[config.mk]
export PLATFORM = sky130hd
export DESIGN_NAME = emr_regs
export DESIGN_NICKNAME = d
export VERILOG_FILES = /design/src/inc/emr_pkg.sv /design/src/inc/emr_mgmt_if.sv /design/src/hw/emr_mgmt.sv /design/src/hw/emr_regs.sv
export SDC_FILE = /design/constraint.sdc
export NUM_CORES = 1
export LEC_CHECK = 0
export BUFFER_PORTS_ARGS = -buffer_cell sky130_fd_sc_hd__buf_4
export CORE_UTILIZATION = 50
export CTS_BUF_LIST = sky130_fd_sc_hd__clkbuf_16
export DETAILED_ROUTE_END_ITERATION = 10
export PLACE_DENSITY = 0.78
export SKIP_LAST_GASP = 1
export SLEW_MARGIN = 20
export SYNTH_ARGS = -nofsm -noshare
export SYNTH_HDL_FRONTEND = slang
export SYNTH_HIERARCHICAL = 1
export SYNTH_SLANG_ARGS = --single-unit
[constraint.sdc]
create_clock -name clk_in -period 6.3 [get_ports clk_in]
set_input_delay 0.63 -clock clk_in [delete_from_list [all_inputs] [get_ports clk_in]]
set_output_delay 0.63 -clock clk_in [all_outputs]
set_load 0.02 [all_outputs]
[src/inc/emr_pkg.sv]
// Constants for the Ethernet MAC control register bank
package emr_pkg;
  localparam int AW = 16;
  localparam int DW = 32;
  localparam int BW = 11;
  // Register byte addresses
  localparam logic [15:0] OFS_PAUSE_LO  = 16'hFC58;
  localparam logic [15:0] OFS_PAUSE_HI  = 16'hFC5C;
  localparam logic [15:0] OFS_FULL      = 16'hFC60;
  localparam logic [15:0] OFS_MISC      = 16'hFC68;
  localparam logic [15:0] OFS_SA_LO     = 16'hFC6C;
  localparam logic [15:0] OFS_SA_MID    = 16'hFC70;
  localparam logic [15:0] OFS_SA_HI     = 16'hFC74;
  localparam logic [15:0] OFS_MAX_TRANSMIT_LENGTH     = 16'hFC7C;
  localparam logic [15:0] OFS_FILTER    = 16'hFC80;
  localparam logic [15:0] OFS_MGMT_CTL  = 16'hFC84;
  localparam logic [15:0] OFS_MGMT_DATA = 16'hFC88;
  localparam logic [15:0] OFS_PINS      = 16'hFC8C;
  localparam logic [15:0] OFS_RXIND     = 16'hFC90;
  localparam logic [15:0] OFS_TRANSMIT_FAIL_STATUS      = 16'hFC94;
  // Reset values
  localparam logic [10:0] RST_PAUSE_LO = 11'h300;
  localparam logic [10:0] RST_PAUSE_HI = 11'h600;
  localparam logic [10:0] RST_FULL     = 11'h100;
  localparam logic [5:0]  RST_MISC     = 6'h13;
  localparam logic [10:0] RST_MAX_TRANSMIT_LENGTH    = 11'h5FC;
  localparam logic [5:0]  RST_FILTER   = 6'h04;
  localparam logic [1:0]  RST_PIN_DIR  = 2'h3;
  // Field positions
  localparam int MISC_MAC_RST  = 0;
  localparam int MISC_PHY_RST  = 1;
  localparam int MISC_WAKE_PAT = 4;
  localparam int MISC_WAKE_ON_LINK_UP = 5;
  localparam int FLT_ANY       = 0;
  localparam int FLT_ALL_MC    = 1;
  localparam int FLT_UNI       = 2;
  localparam int FLT_BCAST     = 3;
  localparam int FLT_HASH      = 4;
  localparam int FLT_CRC_OK    = 5;
  localparam int MG_WR_GO      = 15;
  localparam int MG_RD_GO      = 14;
  localparam int MG_IDX_LSB    = 8;
  localparam int MG_ADDR_LSB   = 0;
  localparam int PIN_LVL_LSB   = 8;
  localparam int HASH_MSB      = 31;
  localparam int HASH_LSB      = 27;
  localparam logic [4:0]  INT_PHY_ADDR = 5'h10;
  localparam logic [15:0] NO_PHY_DATA  = 16'hFFFF;
  localparam logic [31:0] CRC_POLY     = 32'h04C11DB7;
  typedef enum logic [1:0] {
    EMR_MG_IDLE = 2'b00,
    EMR_MG_REQ  = 2'b01,
    EMR_MG_DONE = 2'b11
  } emr_mg_state_t;
endpackage : emr_pkg

[src/inc/emr_mgmt_if.sv]
// Link between the register bank and the PHY management engine
`timescale 1ns/1ps
interface emr_mgmt_if;
  logic        wr_go;
  logic        rd_go;
  logic [4:0]  phy_addr;
  logic [4:0]  reg_idx;
  logic [15:0] wdata;
  logic        done;
  logic [15:0] rdata;
  modport ctl (output wr_go, rd_go, phy_addr, reg_idx, wdata, input done, rdata);
  modport eng (input wr_go, rd_go, phy_addr, reg_idx, wdata, output done, rdata);
endinterface : emr_mgmt_if

[src/hw/emr_mgmt.sv]
// PHY management access engine
`timescale 1ns/1ps
module emr_mgmt (
  input  wire logic     clk_in,
  input  wire logic     rst_n_in,
  input  wire logic     ce_in,
  emr_mgmt_if.eng       mg,
  input  wire logic     phy_ack_in,
  input  wire logic [15:0] phy_rdata_in,
  output logic          phy_req_out,
  output logic          phy_we_out,
  output logic [4:0]    phy_idx_out,
  output logic [15:0]   phy_wdata_out
);
  import emr_pkg::*;
  emr_mg_state_t state;
  logic [15:0]   rdata;

  always_ff @(posedge clk_in) begin
    if (!rst_n_in) begin
      state <= EMR_MG_IDLE;
    end else if (ce_in) begin
      unique case (state)
        EMR_MG_IDLE: begin
          if (mg.wr_go || mg.rd_go) begin
            // Only the internal PHY answers; others finish at once
            state <= (mg.phy_addr == INT_PHY_ADDR) ? EMR_MG_REQ : EMR_MG_DONE;
          end
        end
        EMR_MG_REQ: begin
          if (phy_ack_in) begin
            state <= EMR_MG_DONE;
          end
        end
        EMR_MG_DONE: begin
          state <= EMR_MG_IDLE;
        end
        default: begin
          state <= EMR_MG_IDLE;
        end
      endcase
    end
  end

  always_ff @(posedge clk_in) begin
    if (!rst_n_in) begin
      rdata <= 16'h0000;
    end else if (ce_in) begin
      if (state == EMR_MG_IDLE && (mg.wr_go || mg.rd_go) && mg.phy_addr != INT_PHY_ADDR) begin
        rdata <= NO_PHY_DATA;
      end else if (state == EMR_MG_REQ && phy_ack_in) begin
        rdata <= phy_rdata_in;
      end
    end
  end

  assign mg.done       = (state == EMR_MG_DONE);
  assign mg.rdata      = rdata;
  assign phy_req_out   = (state == EMR_MG_REQ);
  assign phy_we_out    = mg.wr_go;
  assign phy_idx_out   = mg.reg_idx;
  assign phy_wdata_out = mg.wdata;

  AST_MG_REQ_ONLY_INT: assert property (@(posedge clk_in) disable iff (!rst_n_in)
    phy_req_out |-> mg.phy_addr == INT_PHY_ADDR)
    else $error("request to a non-internal PHY address");
endmodule : emr_mgmt

[src/hw/emr_regs.sv]
// Ethernet MAC control and status register bank
`timescale 1ns/1ps
module emr_regs (
  input  wire logic                   clk_in,
  input  wire logic                   rst_n_in,
  input  wire logic                   ce_in,
  input  wire logic                   host_cs_in,
  input  wire logic                   host_wr_in,
  input  wire logic                   host_rd_in,
  input  wire logic [emr_pkg::AW-1:0] host_addr_in,
  input  wire logic [emr_pkg::DW-1:0] host_wdata_in,
  output logic      [emr_pkg::DW-1:0] host_rdata_out,
  input  wire logic                   rx_pause_enable_in,
  input  wire logic                   rx_buffer_monitor_enable_in,
  input  wire logic [emr_pkg::BW-1:0] rx_free_space_in,
  output logic                        pause_request_out,
  output logic                        rx_full_out,
  input  wire logic                   link_up_event_in,
  input  wire logic                   pattern_frame_in,
  input  wire logic                   wake_polarity_in,
  output logic                        wake_out,
  output logic                        mac_soft_reset_n_out,
  output logic                        phy_soft_reset_n_out,
  input  wire logic                   eeprom_present_in,
  input  wire logic                   eeprom_addr_valid_in,
  input  wire logic [47:0]            eeprom_addr_in,
  output logic      [47:0]            station_addr_out,
  input  wire logic [emr_pkg::BW-1:0] tx_frame_len_in,
  output logic      [emr_pkg::BW-1:0] tx_size_limit_out,
  output logic                        tx_len_allowed_out,
  input  wire logic                   frame_valid_in,
  input  wire logic [47:0]            frame_da_in,
  input  wire logic                   frame_crc_ok_in,
  input  wire logic [63:0]            hash_table_in,
  output logic                        frame_accept_out,
  output logic                        frame_drop_out,
  input  wire logic                   phy_ack_in,
  input  wire logic [15:0]            phy_rdata_in,
  output logic                        phy_req_out,
  output logic                        phy_we_out,
  output logic      [4:0]             phy_idx_out,
  output logic      [15:0]            phy_wdata_out,
  input  wire logic [1:0]             gpio_in,
  output logic      [1:0]             gpio_out,
  output logic      [1:0]             gpio_oe_out,
  output logic                        host_rx_read_active_out,
  input  wire logic [3:0]             tx_fail_in
);
  import emr_pkg::*;

  logic [BW-1:0] pause_on_bound;
  logic [BW-1:0] pause_off_bound;
  logic [BW-1:0] buffer_full_bound;
  logic [5:0]    misc;
  logic [15:0]   station_addr_lo;
  logic [15:0]   station_addr_mid;
  logic [15:0]   station_addr_hi;
  logic [BW-1:0] tx_size_limit;
  logic [5:0]    filter;
  logic          mgmt_write_go;
  logic          mgmt_read_go;
  logic [4:0]    mgmt_reg_index;
  logic [4:0]    mgmt_phy_addr;
  logic [15:0]   mgmt_data_word;
  logic [1:0]    pin_is_input;
  logic [1:0]    pin_drive;
  logic [1:0]    pin_sample;
  logic          host_rx_read_active;
  logic [3:0]    tx_failed;
  logic          pause_active;
  logic [DW-1:0] next_rdata;
  logic          wr_en;
  logic          rd_en;
  logic          mg_busy;
  logic          fc_on;
  logic          is_mcast;
  logic          is_bcast;
  logic          da_match;
  logic          hash_hit;
  logic          next_accept;
  logic [31:0]   da_crc;
  logic [4:0]    hash_idx;

  emr_mgmt_if mg ();

  assign wr_en   = host_cs_in && host_wr_in;
  assign rd_en   = host_cs_in && host_rd_in;
  assign mg_busy = mgmt_write_go || mgmt_read_go;

  // Threshold registers
  always_ff @(posedge clk_in) begin
    if (!rst_n_in) begin
      pause_on_bound    <= RST_PAUSE_LO;
      pause_off_bound   <= RST_PAUSE_HI;
      buffer_full_bound <= RST_FULL;
      tx_size_limit     <= RST_MAX_TRANSMIT_LENGTH;
    end else if (ce_in && wr_en) begin
      unique case (host_addr_in)
        OFS_PAUSE_LO: pause_on_bound <= host_wdata_in[BW-1:0];
        OFS_PAUSE_HI: pause_off_bound <= host_wdata_in[BW-1:0];
        OFS_FULL:     buffer_full_bound <= host_wdata_in[BW-1:0];
        OFS_MAX_TRANSMIT_LENGTH:    tx_size_limit <= host_wdata_in[BW-1:0];
        default: ;
      endcase
    end
  end

  // Control registers
  always_ff @(posedge clk_in) begin
    if (!rst_n_in) begin
      misc                <= RST_MISC;
      filter              <= RST_FILTER;
      pin_is_input        <= RST_PIN_DIR;
      pin_drive           <= 2'h0;
      host_rx_read_active <= 1'b0;
    end else if (ce_in && wr_en) begin
      unique case (host_addr_in)
        OFS_MISC:   misc <= {host_wdata_in[5:4], 2'b00, host_wdata_in[1:0]};
        OFS_FILTER: filter <= host_wdata_in[5:0];
        OFS_PINS: begin
          pin_is_input <= host_wdata_in[1:0];
          pin_drive    <= host_wdata_in[PIN_LVL_LSB+1:PIN_LVL_LSB];
        end
        OFS_RXIND:  host_rx_read_active <= host_wdata_in[0];
        default: ;
      endcase
    end
  end

  // Station address; a load from the memory overrides a host write
  always_ff @(posedge clk_in) begin
    if (!rst_n_in) begin
      station_addr_lo  <= 16'h0000;
      station_addr_mid <= 16'h0000;
      station_addr_hi  <= 16'h0000;
    end else if (ce_in) begin
      if (eeprom_present_in && eeprom_addr_valid_in) begin
        {station_addr_hi, station_addr_mid, station_addr_lo} <= eeprom_addr_in;
      end else if (wr_en) begin
        unique case (host_addr_in)
          OFS_SA_LO:  station_addr_lo <= host_wdata_in[15:0];
          OFS_SA_MID: station_addr_mid <= host_wdata_in[15:0];
          OFS_SA_HI:  station_addr_hi <= host_wdata_in[15:0];
          default: ;
        endcase
      end
    end
  end

  assign station_addr_out = {station_addr_hi, station_addr_mid, station_addr_lo};

  // Management control; writes are ignored while an access runs
  always_ff @(posedge clk_in) begin
    if (!rst_n_in) begin
      mgmt_write_go  <= 1'b0;
      mgmt_read_go   <= 1'b0;
      mgmt_reg_index <= 5'h00;
      mgmt_phy_addr  <= 5'h00;
    end else if (ce_in) begin
      if (mg.done) begin
        mgmt_write_go <= 1'b0;
        mgmt_read_go  <= 1'b0;
      end else if (wr_en && host_addr_in == OFS_MGMT_CTL && !mg_busy) begin
        mgmt_write_go  <= host_wdata_in[MG_WR_GO];
        mgmt_read_go   <= host_wdata_in[MG_RD_GO] && !host_wdata_in[MG_WR_GO];
        mgmt_reg_index <= host_wdata_in[MG_IDX_LSB+4:MG_IDX_LSB];
        mgmt_phy_addr  <= host_wdata_in[MG_ADDR_LSB+4:MG_ADDR_LSB];
      end
    end
  end

  // Data port; read result lands as the go bit clears
  always_ff @(posedge clk_in) begin
    if (!rst_n_in) begin
      mgmt_data_word <= 16'h0000;
    end else if (ce_in) begin
      if (mg.done && mgmt_read_go) begin
        mgmt_data_word <= mg.rdata;
      end else if (wr_en && host_addr_in == OFS_MGMT_DATA && !mg_busy) begin
        mgmt_data_word <= host_wdata_in[15:0];
      end
    end
  end

  assign mg.wr_go    = mgmt_write_go;
  assign mg.rd_go    = mgmt_read_go;
  assign mg.phy_addr = mgmt_phy_addr;
  assign mg.reg_idx  = mgmt_reg_index;
  assign mg.wdata    = mgmt_data_word;

  emr_mgmt u_mgmt (
    .clk_in        (clk_in),
    .rst_n_in      (rst_n_in),
    .ce_in         (ce_in),
    .mg            (mg),
    .phy_ack_in    (phy_ack_in),
    .phy_rdata_in  (phy_rdata_in),
    .phy_req_out   (phy_req_out),
    .phy_we_out    (phy_we_out),
    .phy_idx_out   (phy_idx_out),
    .phy_wdata_out (phy_wdata_out)
  );

  // Transmit fail flags; a new failure beats the read clear
  always_ff @(posedge clk_in) begin
    if (!rst_n_in) begin
      tx_failed <= 4'h0;
    end else if (ce_in) begin
      if (rd_en && host_addr_in == OFS_TRANSMIT_FAIL_STATUS) begin
        tx_failed <= tx_fail_in;
      end else begin
        tx_failed <= tx_failed | tx_fail_in;
      end
    end
  end

  // Pin levels are taken as synchronous, one register stage
  always_ff @(posedge clk_in) begin
    if (!rst_n_in) begin
      pin_sample <= 2'h0;
    end else if (ce_in) begin
      pin_sample <= gpio_in;
    end
  end

  assign gpio_oe_out = ~pin_is_input;
  assign gpio_out    = pin_drive;

  // Read mux; reserved bits read zero
  always_comb begin
    next_rdata = '0;
    unique case (host_addr_in)
      OFS_PAUSE_LO:  next_rdata[BW-1:0] = pause_on_bound;
      OFS_PAUSE_HI:  next_rdata[BW-1:0] = pause_off_bound;
      OFS_FULL:      next_rdata[BW-1:0] = buffer_full_bound;
      OFS_MISC:      next_rdata[5:0] = misc;
      OFS_SA_LO:     next_rdata[15:0] = station_addr_lo;
      OFS_SA_MID:    next_rdata[15:0] = station_addr_mid;
      OFS_SA_HI:     next_rdata[15:0] = station_addr_hi;
      OFS_MAX_TRANSMIT_LENGTH:     next_rdata[BW-1:0] = tx_size_limit;
      OFS_FILTER:    next_rdata[5:0] = filter;
      OFS_MGMT_CTL:  next_rdata[15:0] = {mgmt_write_go, mgmt_read_go, 1'b0, mgmt_reg_index,
                                         3'b000, mgmt_phy_addr};
      OFS_MGMT_DATA: next_rdata[15:0] = mgmt_data_word;
      OFS_PINS: begin
        next_rdata[1:0] = pin_is_input;
        // Input mode shows the pin, output mode the driven level
        next_rdata[PIN_LVL_LSB+1:PIN_LVL_LSB] = (pin_is_input & pin_sample) |
                                                (~pin_is_input & pin_drive);
      end
      OFS_RXIND:     next_rdata[0] = host_rx_read_active;
      OFS_TRANSMIT_FAIL_STATUS:      next_rdata[3:0] = tx_failed;
      default:       next_rdata = '0;
    endcase
  end

  always_ff @(posedge clk_in) begin
    if (!rst_n_in) begin
      host_rdata_out <= '0;
    end else if (ce_in && rd_en) begin
      host_rdata_out <= next_rdata;
    end
  end

  // Pause generation with hysteresis
  assign fc_on = rx_pause_enable_in && rx_buffer_monitor_enable_in;

  always_ff @(posedge clk_in) begin
    if (!rst_n_in) begin
      pause_active <= 1'b0;
    end else if (ce_in) begin
      if (!fc_on) begin
        pause_active <= 1'b0;
      end else if (rx_free_space_in < pause_on_bound) begin
        pause_active <= 1'b1;
      end else if (rx_free_space_in > pause_off_bound) begin
        pause_active <= 1'b0;
      end
    end
  end

  assign pause_request_out = pause_active;
  assign rx_full_out       = rx_free_space_in < buffer_full_bound;

  // Wake pin; idle level is the inverse of the polarity select
  always_ff @(posedge clk_in) begin
    if (!rst_n_in) begin
      wake_out <= 1'b0;
    end else if (ce_in) begin
      wake_out <= wake_polarity_in ^ ~((misc[MISC_WAKE_ON_LINK_UP] && link_up_event_in) ||
                                      (misc[MISC_WAKE_PAT] && pattern_frame_in));
    end
  end

  assign mac_soft_reset_n_out = misc[MISC_MAC_RST];
  assign phy_soft_reset_n_out = misc[MISC_PHY_RST];
  assign tx_size_limit_out    = tx_size_limit;
  assign tx_len_allowed_out   = tx_frame_len_in <= tx_size_limit;
  assign host_rx_read_active_out = host_rx_read_active;

  // CRC32 over the address, first byte in bits 47:40, each byte LSB first
  function automatic logic [31:0] emr_da_crc(input logic [47:0] da);
    logic [31:0] c;
    logic        fb;
    c = 32'hFFFFFFFF;
    for (int i = 0; i < 6; i++) begin
      for (int j = 0; j < 8; j++) begin
        fb = c[31] ^ da[47 - 8 * i - 7 + j];
        c  = {c[30:0], 1'b0} ^ (fb ? CRC_POLY : 32'h00000000);
      end
    end
    return c;
  endfunction : emr_da_crc

  assign da_crc   = emr_da_crc(frame_da_in);
  assign hash_idx = da_crc[HASH_MSB:HASH_LSB];
  assign hash_hit = hash_table_in[{1'b0, hash_idx}];
  assign is_mcast = frame_da_in[40];
  assign is_bcast = &frame_da_in;
  assign da_match = frame_da_in == station_addr_out;

  always_comb begin
    next_accept = filter[FLT_ANY];
    if (frame_crc_ok_in && filter[FLT_CRC_OK]) next_accept = 1'b1;
    if (filter[FLT_HASH] && is_mcast && hash_hit) next_accept = 1'b1;
    if (filter[FLT_BCAST] && is_bcast) next_accept = 1'b1;
    if (filter[FLT_UNI] && da_match && frame_crc_ok_in) next_accept = 1'b1;
    if (filter[FLT_ALL_MC] && is_mcast && frame_crc_ok_in) next_accept = 1'b1;
  end

  always_ff @(posedge clk_in) begin
    if (!rst_n_in) begin
      frame_accept_out <= 1'b0;
      frame_drop_out   <= 1'b0;
    end else if (ce_in) begin
      frame_accept_out <= frame_valid_in && next_accept;
      frame_drop_out   <= frame_valid_in && !next_accept;
    end
  end

  AST_PAUSE_ON: assert property (@(posedge clk_in) disable iff (!rst_n_in)
    ce_in && fc_on && rx_free_space_in < pause_on_bound |=> pause_request_out)
    else $error("pause not raised below low bound");
  AST_PAUSE_HOLD: assert property (@(posedge clk_in) disable iff (!rst_n_in)
    ce_in && fc_on && pause_request_out && rx_free_space_in <= pause_off_bound
    |=> pause_request_out)
    else $error("pause dropped before high bound");
  AST_PAUSE_OFF: assert property (@(posedge clk_in) disable iff (!rst_n_in)
    ce_in && !fc_on |=> !pause_request_out)
    else $error("pause active with flow control off");
  AST_FULL: assert property (@(posedge clk_in) disable iff (!rst_n_in)
    rx_full_out == (rx_free_space_in < buffer_full_bound))
    else $error("full flag wrong");
  AST_WAKE: assert property (@(posedge clk_in) disable iff (!rst_n_in)
    ce_in && misc[MISC_WAKE_ON_LINK_UP] && link_up_event_in |=> wake_out == $past(wake_polarity_in))
    else $error("no wake on link up");
  AST_GO_CLEAR: assert property (@(posedge clk_in) disable iff (!rst_n_in)
    ce_in && mg.done |=> !mgmt_write_go && !mgmt_read_go)
    else $error("go bit not cleared after access");
  AST_RD_DATA: assert property (@(posedge clk_in) disable iff (!rst_n_in)
    ce_in && mg.done && mgmt_read_go |=> mgmt_data_word == $past(mg.rdata))
    else $error("read result not loaded");
  AST_TRANSMIT_FAIL_STATUS_KEEP: assert property (@(posedge clk_in) disable iff (!rst_n_in)
    ce_in && tx_fail_in[0] ##1 ce_in && !(rd_en && host_addr_in == OFS_TRANSMIT_FAIL_STATUS)[*2]
    |=> tx_failed[0])
    else $error("fail flag lost");
  AST_FILTER_ANY: assert property (@(posedge clk_in) disable iff (!rst_n_in)
    ce_in && frame_valid_in && filter[FLT_ANY] |=> frame_accept_out && !frame_drop_out)
    else $error("frame dropped in accept-all mode");
  AST_PIN_DIR: assert property (@(posedge clk_in) disable iff (!rst_n_in)
    gpio_oe_out == ~pin_is_input)
    else $error("pin enable disagrees with direction");
endmodule : emr_regs

Word-level counts from Yosys, hierarchy flattened

Index checks and enable logic that the tools add are counted.

Order comparisons: 5
Eq/ne operators: 22
Multiplexer cells: 88
Bitwise operators: 103
Reductions and logical operators: 59

Operator list:

| kind                   | count |
|---|---|
| $xor A32 B27 Y32       | 47 |
| $mux W27               | 48 |
| $eq A16 B16 Y1 const B | 14 |
| $mux W16               | 13 |
| $eq A48 B48 Y1         | 1 |
| $reduce_and A48 Y1     | 1 |
| $xor A1 B1 Y1          | 48 |
| $pmux W2 S11           | 2 |
| $not A26 Y31           | 1 |
| $logic_and A1 B1 Y1    | 28 |
| $pmux W5 S5            | 1 |
| $reduce_and A2 Y1      | 12 |
| $lt A11 B11 Y1         | 2 |
| $pmux W2 S10           | 1 |
| $pmux W2 S8            | 1 |
| $reduce_and A3 Y1      | 5 |
| $pmux W1 S14           | 1 |
| $reduce_bool A2 Y1     | 7 |
| $mux W1                | 13 |
| $pmux W1 S13           | 1 |
| $gt A11 B11 Y1         | 1 |
| $le A11 B11 Y1         | 1 |
| $pmux W1 S9            | 1 |
| $lt A5 B7 Y1 const B   | 1 |
| other kinds (18)       | 26 |

Register bits after elaboration: 179
Input port bits: 268
Output and inout port bits: 127
Logic and storage cells: 303

Logic depth before layout (Yosys ltp)

Word-level depth: 152
Gate-level depth with buffers: 15
Mapped depth without buffers: 15

Hierarchy

Netlist, hierarchy kept.

By module, submodules not included:

| module   | times used | cells each | area each (um2) | sequential area each (um2) |
|---|---|---|---|---|
| emr_regs | 1          | 1331       | 11930.2         | 3223.1 |
| emr_mgmt | 1          | 111        | 953.4           | 360.3 |

Worst setup path before layout

Ideal clock, no wire load.

Kind: input to register
From: input port frame_da_in[40]
To: register frame_drop_out
Setup time: 0.119 ns
Arrival: 4.132 ns
Required time: 6.181 ns
Slack: 2.049 ns
Cell stages on the path: 13
Buffers on the path: 0
Path through: ha_1 -> xnor3_1 -> xor2_2 -> xor2_1 -> xnor2_4 -> xnor3_2 -> xor2_2 -> xor3_2 -> mux4_2 -> mux2i_1 -> o211ai_2 -> a41oi_1 -> nor2b_1

Cells in the longest elaborated chain, start to end: 72

RTL lines:

| element                                                  | line                             | source |
|---|---|---|
| start: declaration                                       | emr_regs.sv:32                   | `input wire logic [47:0] frame_da_in,` |
| $mux W27                                                 | emr_regs.sv:309                  | `c = {c[30:0], 1'b0} ^ (fb ? CRC_POLY : 32'h00000000);` |
| $not A26 Y31 (no source line)                            | --                               |  |
| $xor A32 B27 Y32 (5 in series)                           | emr_regs.sv:309                  |  |
| $xor A1 B1 Y1 / $xor A32 B27 Y32 (equally long branches) | emr_regs.sv:308, emr_regs.sv:309 |  |
| $mux W27 / $xor A32 B27 Y32 (equally long branches)      | emr_regs.sv:309                  |  |
| $xor A32 B27 Y32                                         | emr_regs.sv:309                  |  |
| $xor A32 B27 Y32 / $xor A1 B1 Y1 (equally long branches) | emr_regs.sv:309, emr_regs.sv:308 |  |
| $xor A32 B27 Y32, or another cell as far along           | emr_regs.sv:309                  |  |
| [... 52 more ...]                                        | --                               |  |
| $mux W1 (not written as such)                            | emr_regs.sv:317                  | `assign hash_hit = hash_table_in[{1'b0, hash_idx}];` |
| $logic_and A1 B1 Y1                                      | emr_regs.sv:325                  | `if (filter[FLT_HASH] && is_mcast && hash_hit) next_accept = 1'b1;` |
| $mux W1                                                  | emr_regs.sv:325                  |  |
| $mux W1                                                  | emr_regs.sv:326                  | `if (filter[FLT_BCAST] && is_bcast) next_accept = 1'b1;` |
| $mux W1                                                  | emr_regs.sv:327                  | `if (filter[FLT_UNI] && da_match && frame_crc_ok_in) next_accept = 1'b1;` |
| $mux W1 *                                                | emr_regs.sv:328                  | `if (filter[FLT_ALL_MC] && is_mcast && frame_crc_ok_in) next_accept = 1'b1;` |
| $logic_not A1 Y1 *                                       | emr_regs.sv:337                  | `frame_drop_out <= frame_valid_in && !next_accept;` |
| $logic_and A1 B1 Y1 *                                    | emr_regs.sv:337                  |  |
| end signal: assignment                                   | emr_regs.sv:337                  |  |
| end: declaration                                         | emr_regs.sv:36                   | `output logic frame_drop_out,` |

Mark *: on every way between the ends. The rest lies on a longest branch, timed or not. The select of a mux whose other input is x is not followed.
A chain may end at the register's enable or synchronous reset.

Final worst setup path

From: input port frame_da_in[40]
To: register frame_accept_out

Cells in the longest elaborated chain, start to end: 71

RTL lines:

| element                                                  | line                             | source |
|---|---|---|
| $mux W27                                                 | emr_regs.sv:309                  |  |
| $not A26 Y31 (no source line)                            | --                               |  |
| $xor A32 B27 Y32 (5 in series)                           | emr_regs.sv:309                  |  |
| $xor A1 B1 Y1 / $xor A32 B27 Y32 (equally long branches) | emr_regs.sv:308, emr_regs.sv:309 |  |
| $mux W27 / $xor A32 B27 Y32 (equally long branches)      | emr_regs.sv:309                  |  |
| $xor A32 B27 Y32                                         | emr_regs.sv:309                  |  |
| $xor A32 B27 Y32 / $xor A1 B1 Y1 (equally long branches) | emr_regs.sv:309, emr_regs.sv:308 |  |
| $xor A32 B27 Y32, or another cell as far along           | emr_regs.sv:309                  |  |
| [... 51 more ...]                                        | --                               |  |
| $bmux W1 S5                                              | emr_regs.sv:317                  |  |
| $mux W1 (not written as such)                            | emr_regs.sv:317                  |  |
| $logic_and A1 B1 Y1                                      | emr_regs.sv:325                  |  |
| $mux W1                                                  | emr_regs.sv:325                  |  |
| $mux W1                                                  | emr_regs.sv:326                  |  |
| $mux W1                                                  | emr_regs.sv:327                  |  |
| $mux W1 *                                                | emr_regs.sv:328                  |  |
| $logic_and A1 B1 Y1 *                                    | emr_regs.sv:336                  | `frame_accept_out <= frame_valid_in && next_accept;` |
| end signal: assignment                                   | emr_regs.sv:336                  |  |
| end: declaration                                         | emr_regs.sv:35                   | `output logic frame_accept_out,` |

Marks and branches as above.

==> flow_summary.ini <==
[placement]
dpl-instance-area_um2 = 15140
dp_hpwl_um = 39570
port_buffers = 330
gp_congestion = 0.9680

[final_layout]
fin_nets = 1996
fin_area_um2 = 15740
area_delta_synth_final_pct = 22.16
fillerInstances = 2168
drive_above_1_share = 0.2466

[worst_hold_path]
min-delay-start = gpio_in[1]
hp-class = primary input to flip-flop
worstHoldPathCells = 3
whs_endpoint = pin_sample[1]

[cts]
post_cts_buffers = 0
clkSlewWorstSetupHoldPaths_ns = 0.08
cts_tree = done
cts.repair.resized = 0
cts.htree.levels = 4
cts_hold_buf = 0
clk_path_buf_depth = 2
clk_latency_ns = 0.44
clock-sinks = 179
cts_inserted_buffers = 17
cts-root-buf = clkbuf_16

[sta]
fmax_ghz = 0.2171
finalHoldViolCount = 0
relSlewSlack = 0.2956
finalCritPeriodShare = 0.7310
whs_ns = 0.4456
finalSetupTns_ns = 0
skew_ns = 0.01456
period_minus_slack_ns = 4.605
tightest_slew_ns = 1.053
maxSlewViolCount = 0
rsz0062_at_grt = false
finalSetupViolCount = 0

[power]
powerDensity_nw_per_um2 = 425.1
internal-power_mw = 4.156
peakVddDrop_uv = 807.3
pwr-share-seq = 0.180
pwr-share-comb = 0.660
leakagePower_nw = 7.216
swShare = 0.3788
clkPwrFrac = 0.160
switching_power_mw = 2.534

[global_routing]
grt_usage = 0.3800
grt_pass1_wl_um = 74060
grt_overflow_total = 0
antenna_found_initial = 0
grt_pass1_vias = 11790
grt_max_degree = 94

[route]
ant_nets = 0
totalWireLength_um = 51150
drt_pre_antenna_iters = 8
via_per_inst = 6.226
via_count = 12610
drcViolationCount = 0
wl_per_cell_um = 25.25
drtIter0Drc = 1723

[yosys]
synthArstFlopShare = 0
postSynthAreaPerCell_um2 = 8.935
synth_common_cells = 184 x nand2_1, 179 x dfxtp_1, 128 x xnor2_1, 89 x a21oi_1, 65 x o211a_1
yosysMostFrequentCell = nand2_1
ys.flop_type = dfxtp_1
synth_edf_count = 0
ys_types = 71
synth_top_area_share = 0.2781
yosysTopAreaCell = dfxtp_1
syn_inst = 1442
yosysWarnings = 6
yosysSeqAreaShare = 0.2781
yosys_register_bits = 179
netlist_top_cells_area = dfxtp_1 28%, xnor2_1 8.7%, nand2_1 5.4%
synth_area_um2 = 12880

[status]
status = completed

[flow_run]
maxCapViolCount = 0

[worst_setup_path]
path_class = primary input to flip-flop
cp.arrival_ns = 4.93
cp_max_fo = 10
cp_data_required_time_ns = 6.62
reg2reg_from = station_addr_lo[0]
timing.rr.end = frame_accept_out
r2r_setup_slack_ns = 3.38
r2r_cells = 9
crit_path_start_kind = primary input
endpoint_kind = flip-flop

[floorplan]
rows = 58
start_util = 0.5102
die_w_um = 162.5
dieArea_um2 = 26410
io_pins = 395
die_h_um = 162.5
core_area_um2 = 25250
## state kept, by name, summed over array words and instances, names as in the netlist, 2 cells and up
register / count
mg.phy_addr: 5
host_rdata_out: 16
tx_size_limit_out: 11
filter: 6
pause_off_bound: 11
mg.reg_idx: 5
pin_is_input: 2
station_addr_hi: 16
misc: 4
gpio_out: 2
u_mgmt/mg.rdata: 16
u_mgmt/state: 2
pin_sample: 2
station_addr_lo: 16
pause_on_bound: 11
tx_failed: 4
station_addr_mid: 16
mg.wdata: 16
buffer_full_bound: 11
## layer usage
layer  vias to the layer above  share of wire  global-route usage
met5                         -              0                   0
met4                         0          0.039              0.1561
met3                       137           0.12             0.07945
met2                       898           0.44              0.5843
met1                      6015           0.40              0.5162
li1                       5563              -                   -
## kinds of logic after synthesis
kind of cell	count (synthesis)	share of synthesized area
buffers and inverters	195	0.07915
muxes	40	0.03681
other	1	0.0002911
adders and majority gates	45	0.04370
and+or+nand+nor	405	0.1496
xor gates and xnor gates	220	0.2037
DFF	179	0.2781
AOI/OAI and AO/OA	357	0.2087
## cells in the final DEF, fill, tap and decap left out, types with 14 or more instances in the layout
cell       synthesis  final
buf_4             42    343
nand2_1          184    182
dfxtp_1          179    179
xnor2_1          128    128
a21oi_1           89     89
o211a_1           65     65
inv_1             59     61
nor2b_1           56     56
nand3_1           56     56
ha_1              45     45
xor2_1            40     40
nor2_1            38     38
a21boi_0          36     36
mux2i_1           32     32
nand4_1           23     23
xnor3_1           23     23
a22oi_1           21     21
o21ai_0           20     20
a222oi_1          19     19
a221oi_1          17     17
clkbuf_16          0     17
conb_1             1     16
o221ai_1          16     16
o211ai_1          14     14
## worst max-delay path by stage
stage,start,endpoint,cells after the start
2_1_floorplan,frame_da_in[40],frame_drop_out,13
5_1_grt,frame_da_in[40],frame_accept_out,15
3_5_place_dp,frame_da_in[40],frame_accept_out,15
6_report,frame_da_in[40],frame_accept_out,15
3_3_place_gp,frame_da_in[40],frame_accept_out,15
4_1_cts,frame_da_in[40],frame_accept_out,15
## cell type report
cell class / instances / area [um^2] / area share
Clock inverter: 14 / 156.4 / 0.009937
Multi-Input combinational cell: 1083 / 8362 / 0.5313
Sequential cell: 179 / 3583 / 0.2277
Clock buffer: 17 / 425.4 / 0.02703
Inverter: 59 / 221.5 / 0.01407
Antenna cell: 1 / 2.502 / 0.0001590
Timing Repair Buffer: 343 / 2575 / 0.1636
Tap cell: 330 / 412.9 / 0.02623
## metrics by stage
stage	cells	total power, mW	setup slack (ns)	util
after detailed placement	1994	5.611	1.270	0.5996
after CTS	2025	6.672	1.713	0.6226
after global placement	1994	5.532	1.323	0.5996
after floorplan	1457	4.914	2.049	-
after global routing	2025	6.975	1.602	0.6231
final	2026	6.690	1.695	0.6232
## power by group through the flow
stage | clock, mW | sequential [mW] | combinational, mW
5_1_grt | 1.12 | 1.20 | 4.65
6_report | 1.07 | 1.20 | 4.42
4_1_cts | 1.07 | 1.20 | 4.40
3_3_place_gp | 0 | 1.22 | 4.31
3_5_place_dp | 0 | 1.22 | 4.39
2_1_floorplan | 0 | 1.22 | 3.69
## worst max-delay path, stage by stage
cell	delay, ns
buf_4	0.19
ha_1	0.38
xnor3_2	0.52
xnor2_2	0.20
xnor2_1	0.37
xnor3_1	0.45
xnor2_2	0.23
xnor3_1	0.43
xnor3_2	0.34
mux4_1	0.32
mux2i_1	0.14
mux2i_1	0.10
o211ai_2	0.28
a31oi_1	0.14
o21a_1	0.20
No activity file was read; power rests on OpenSTA's default activity.
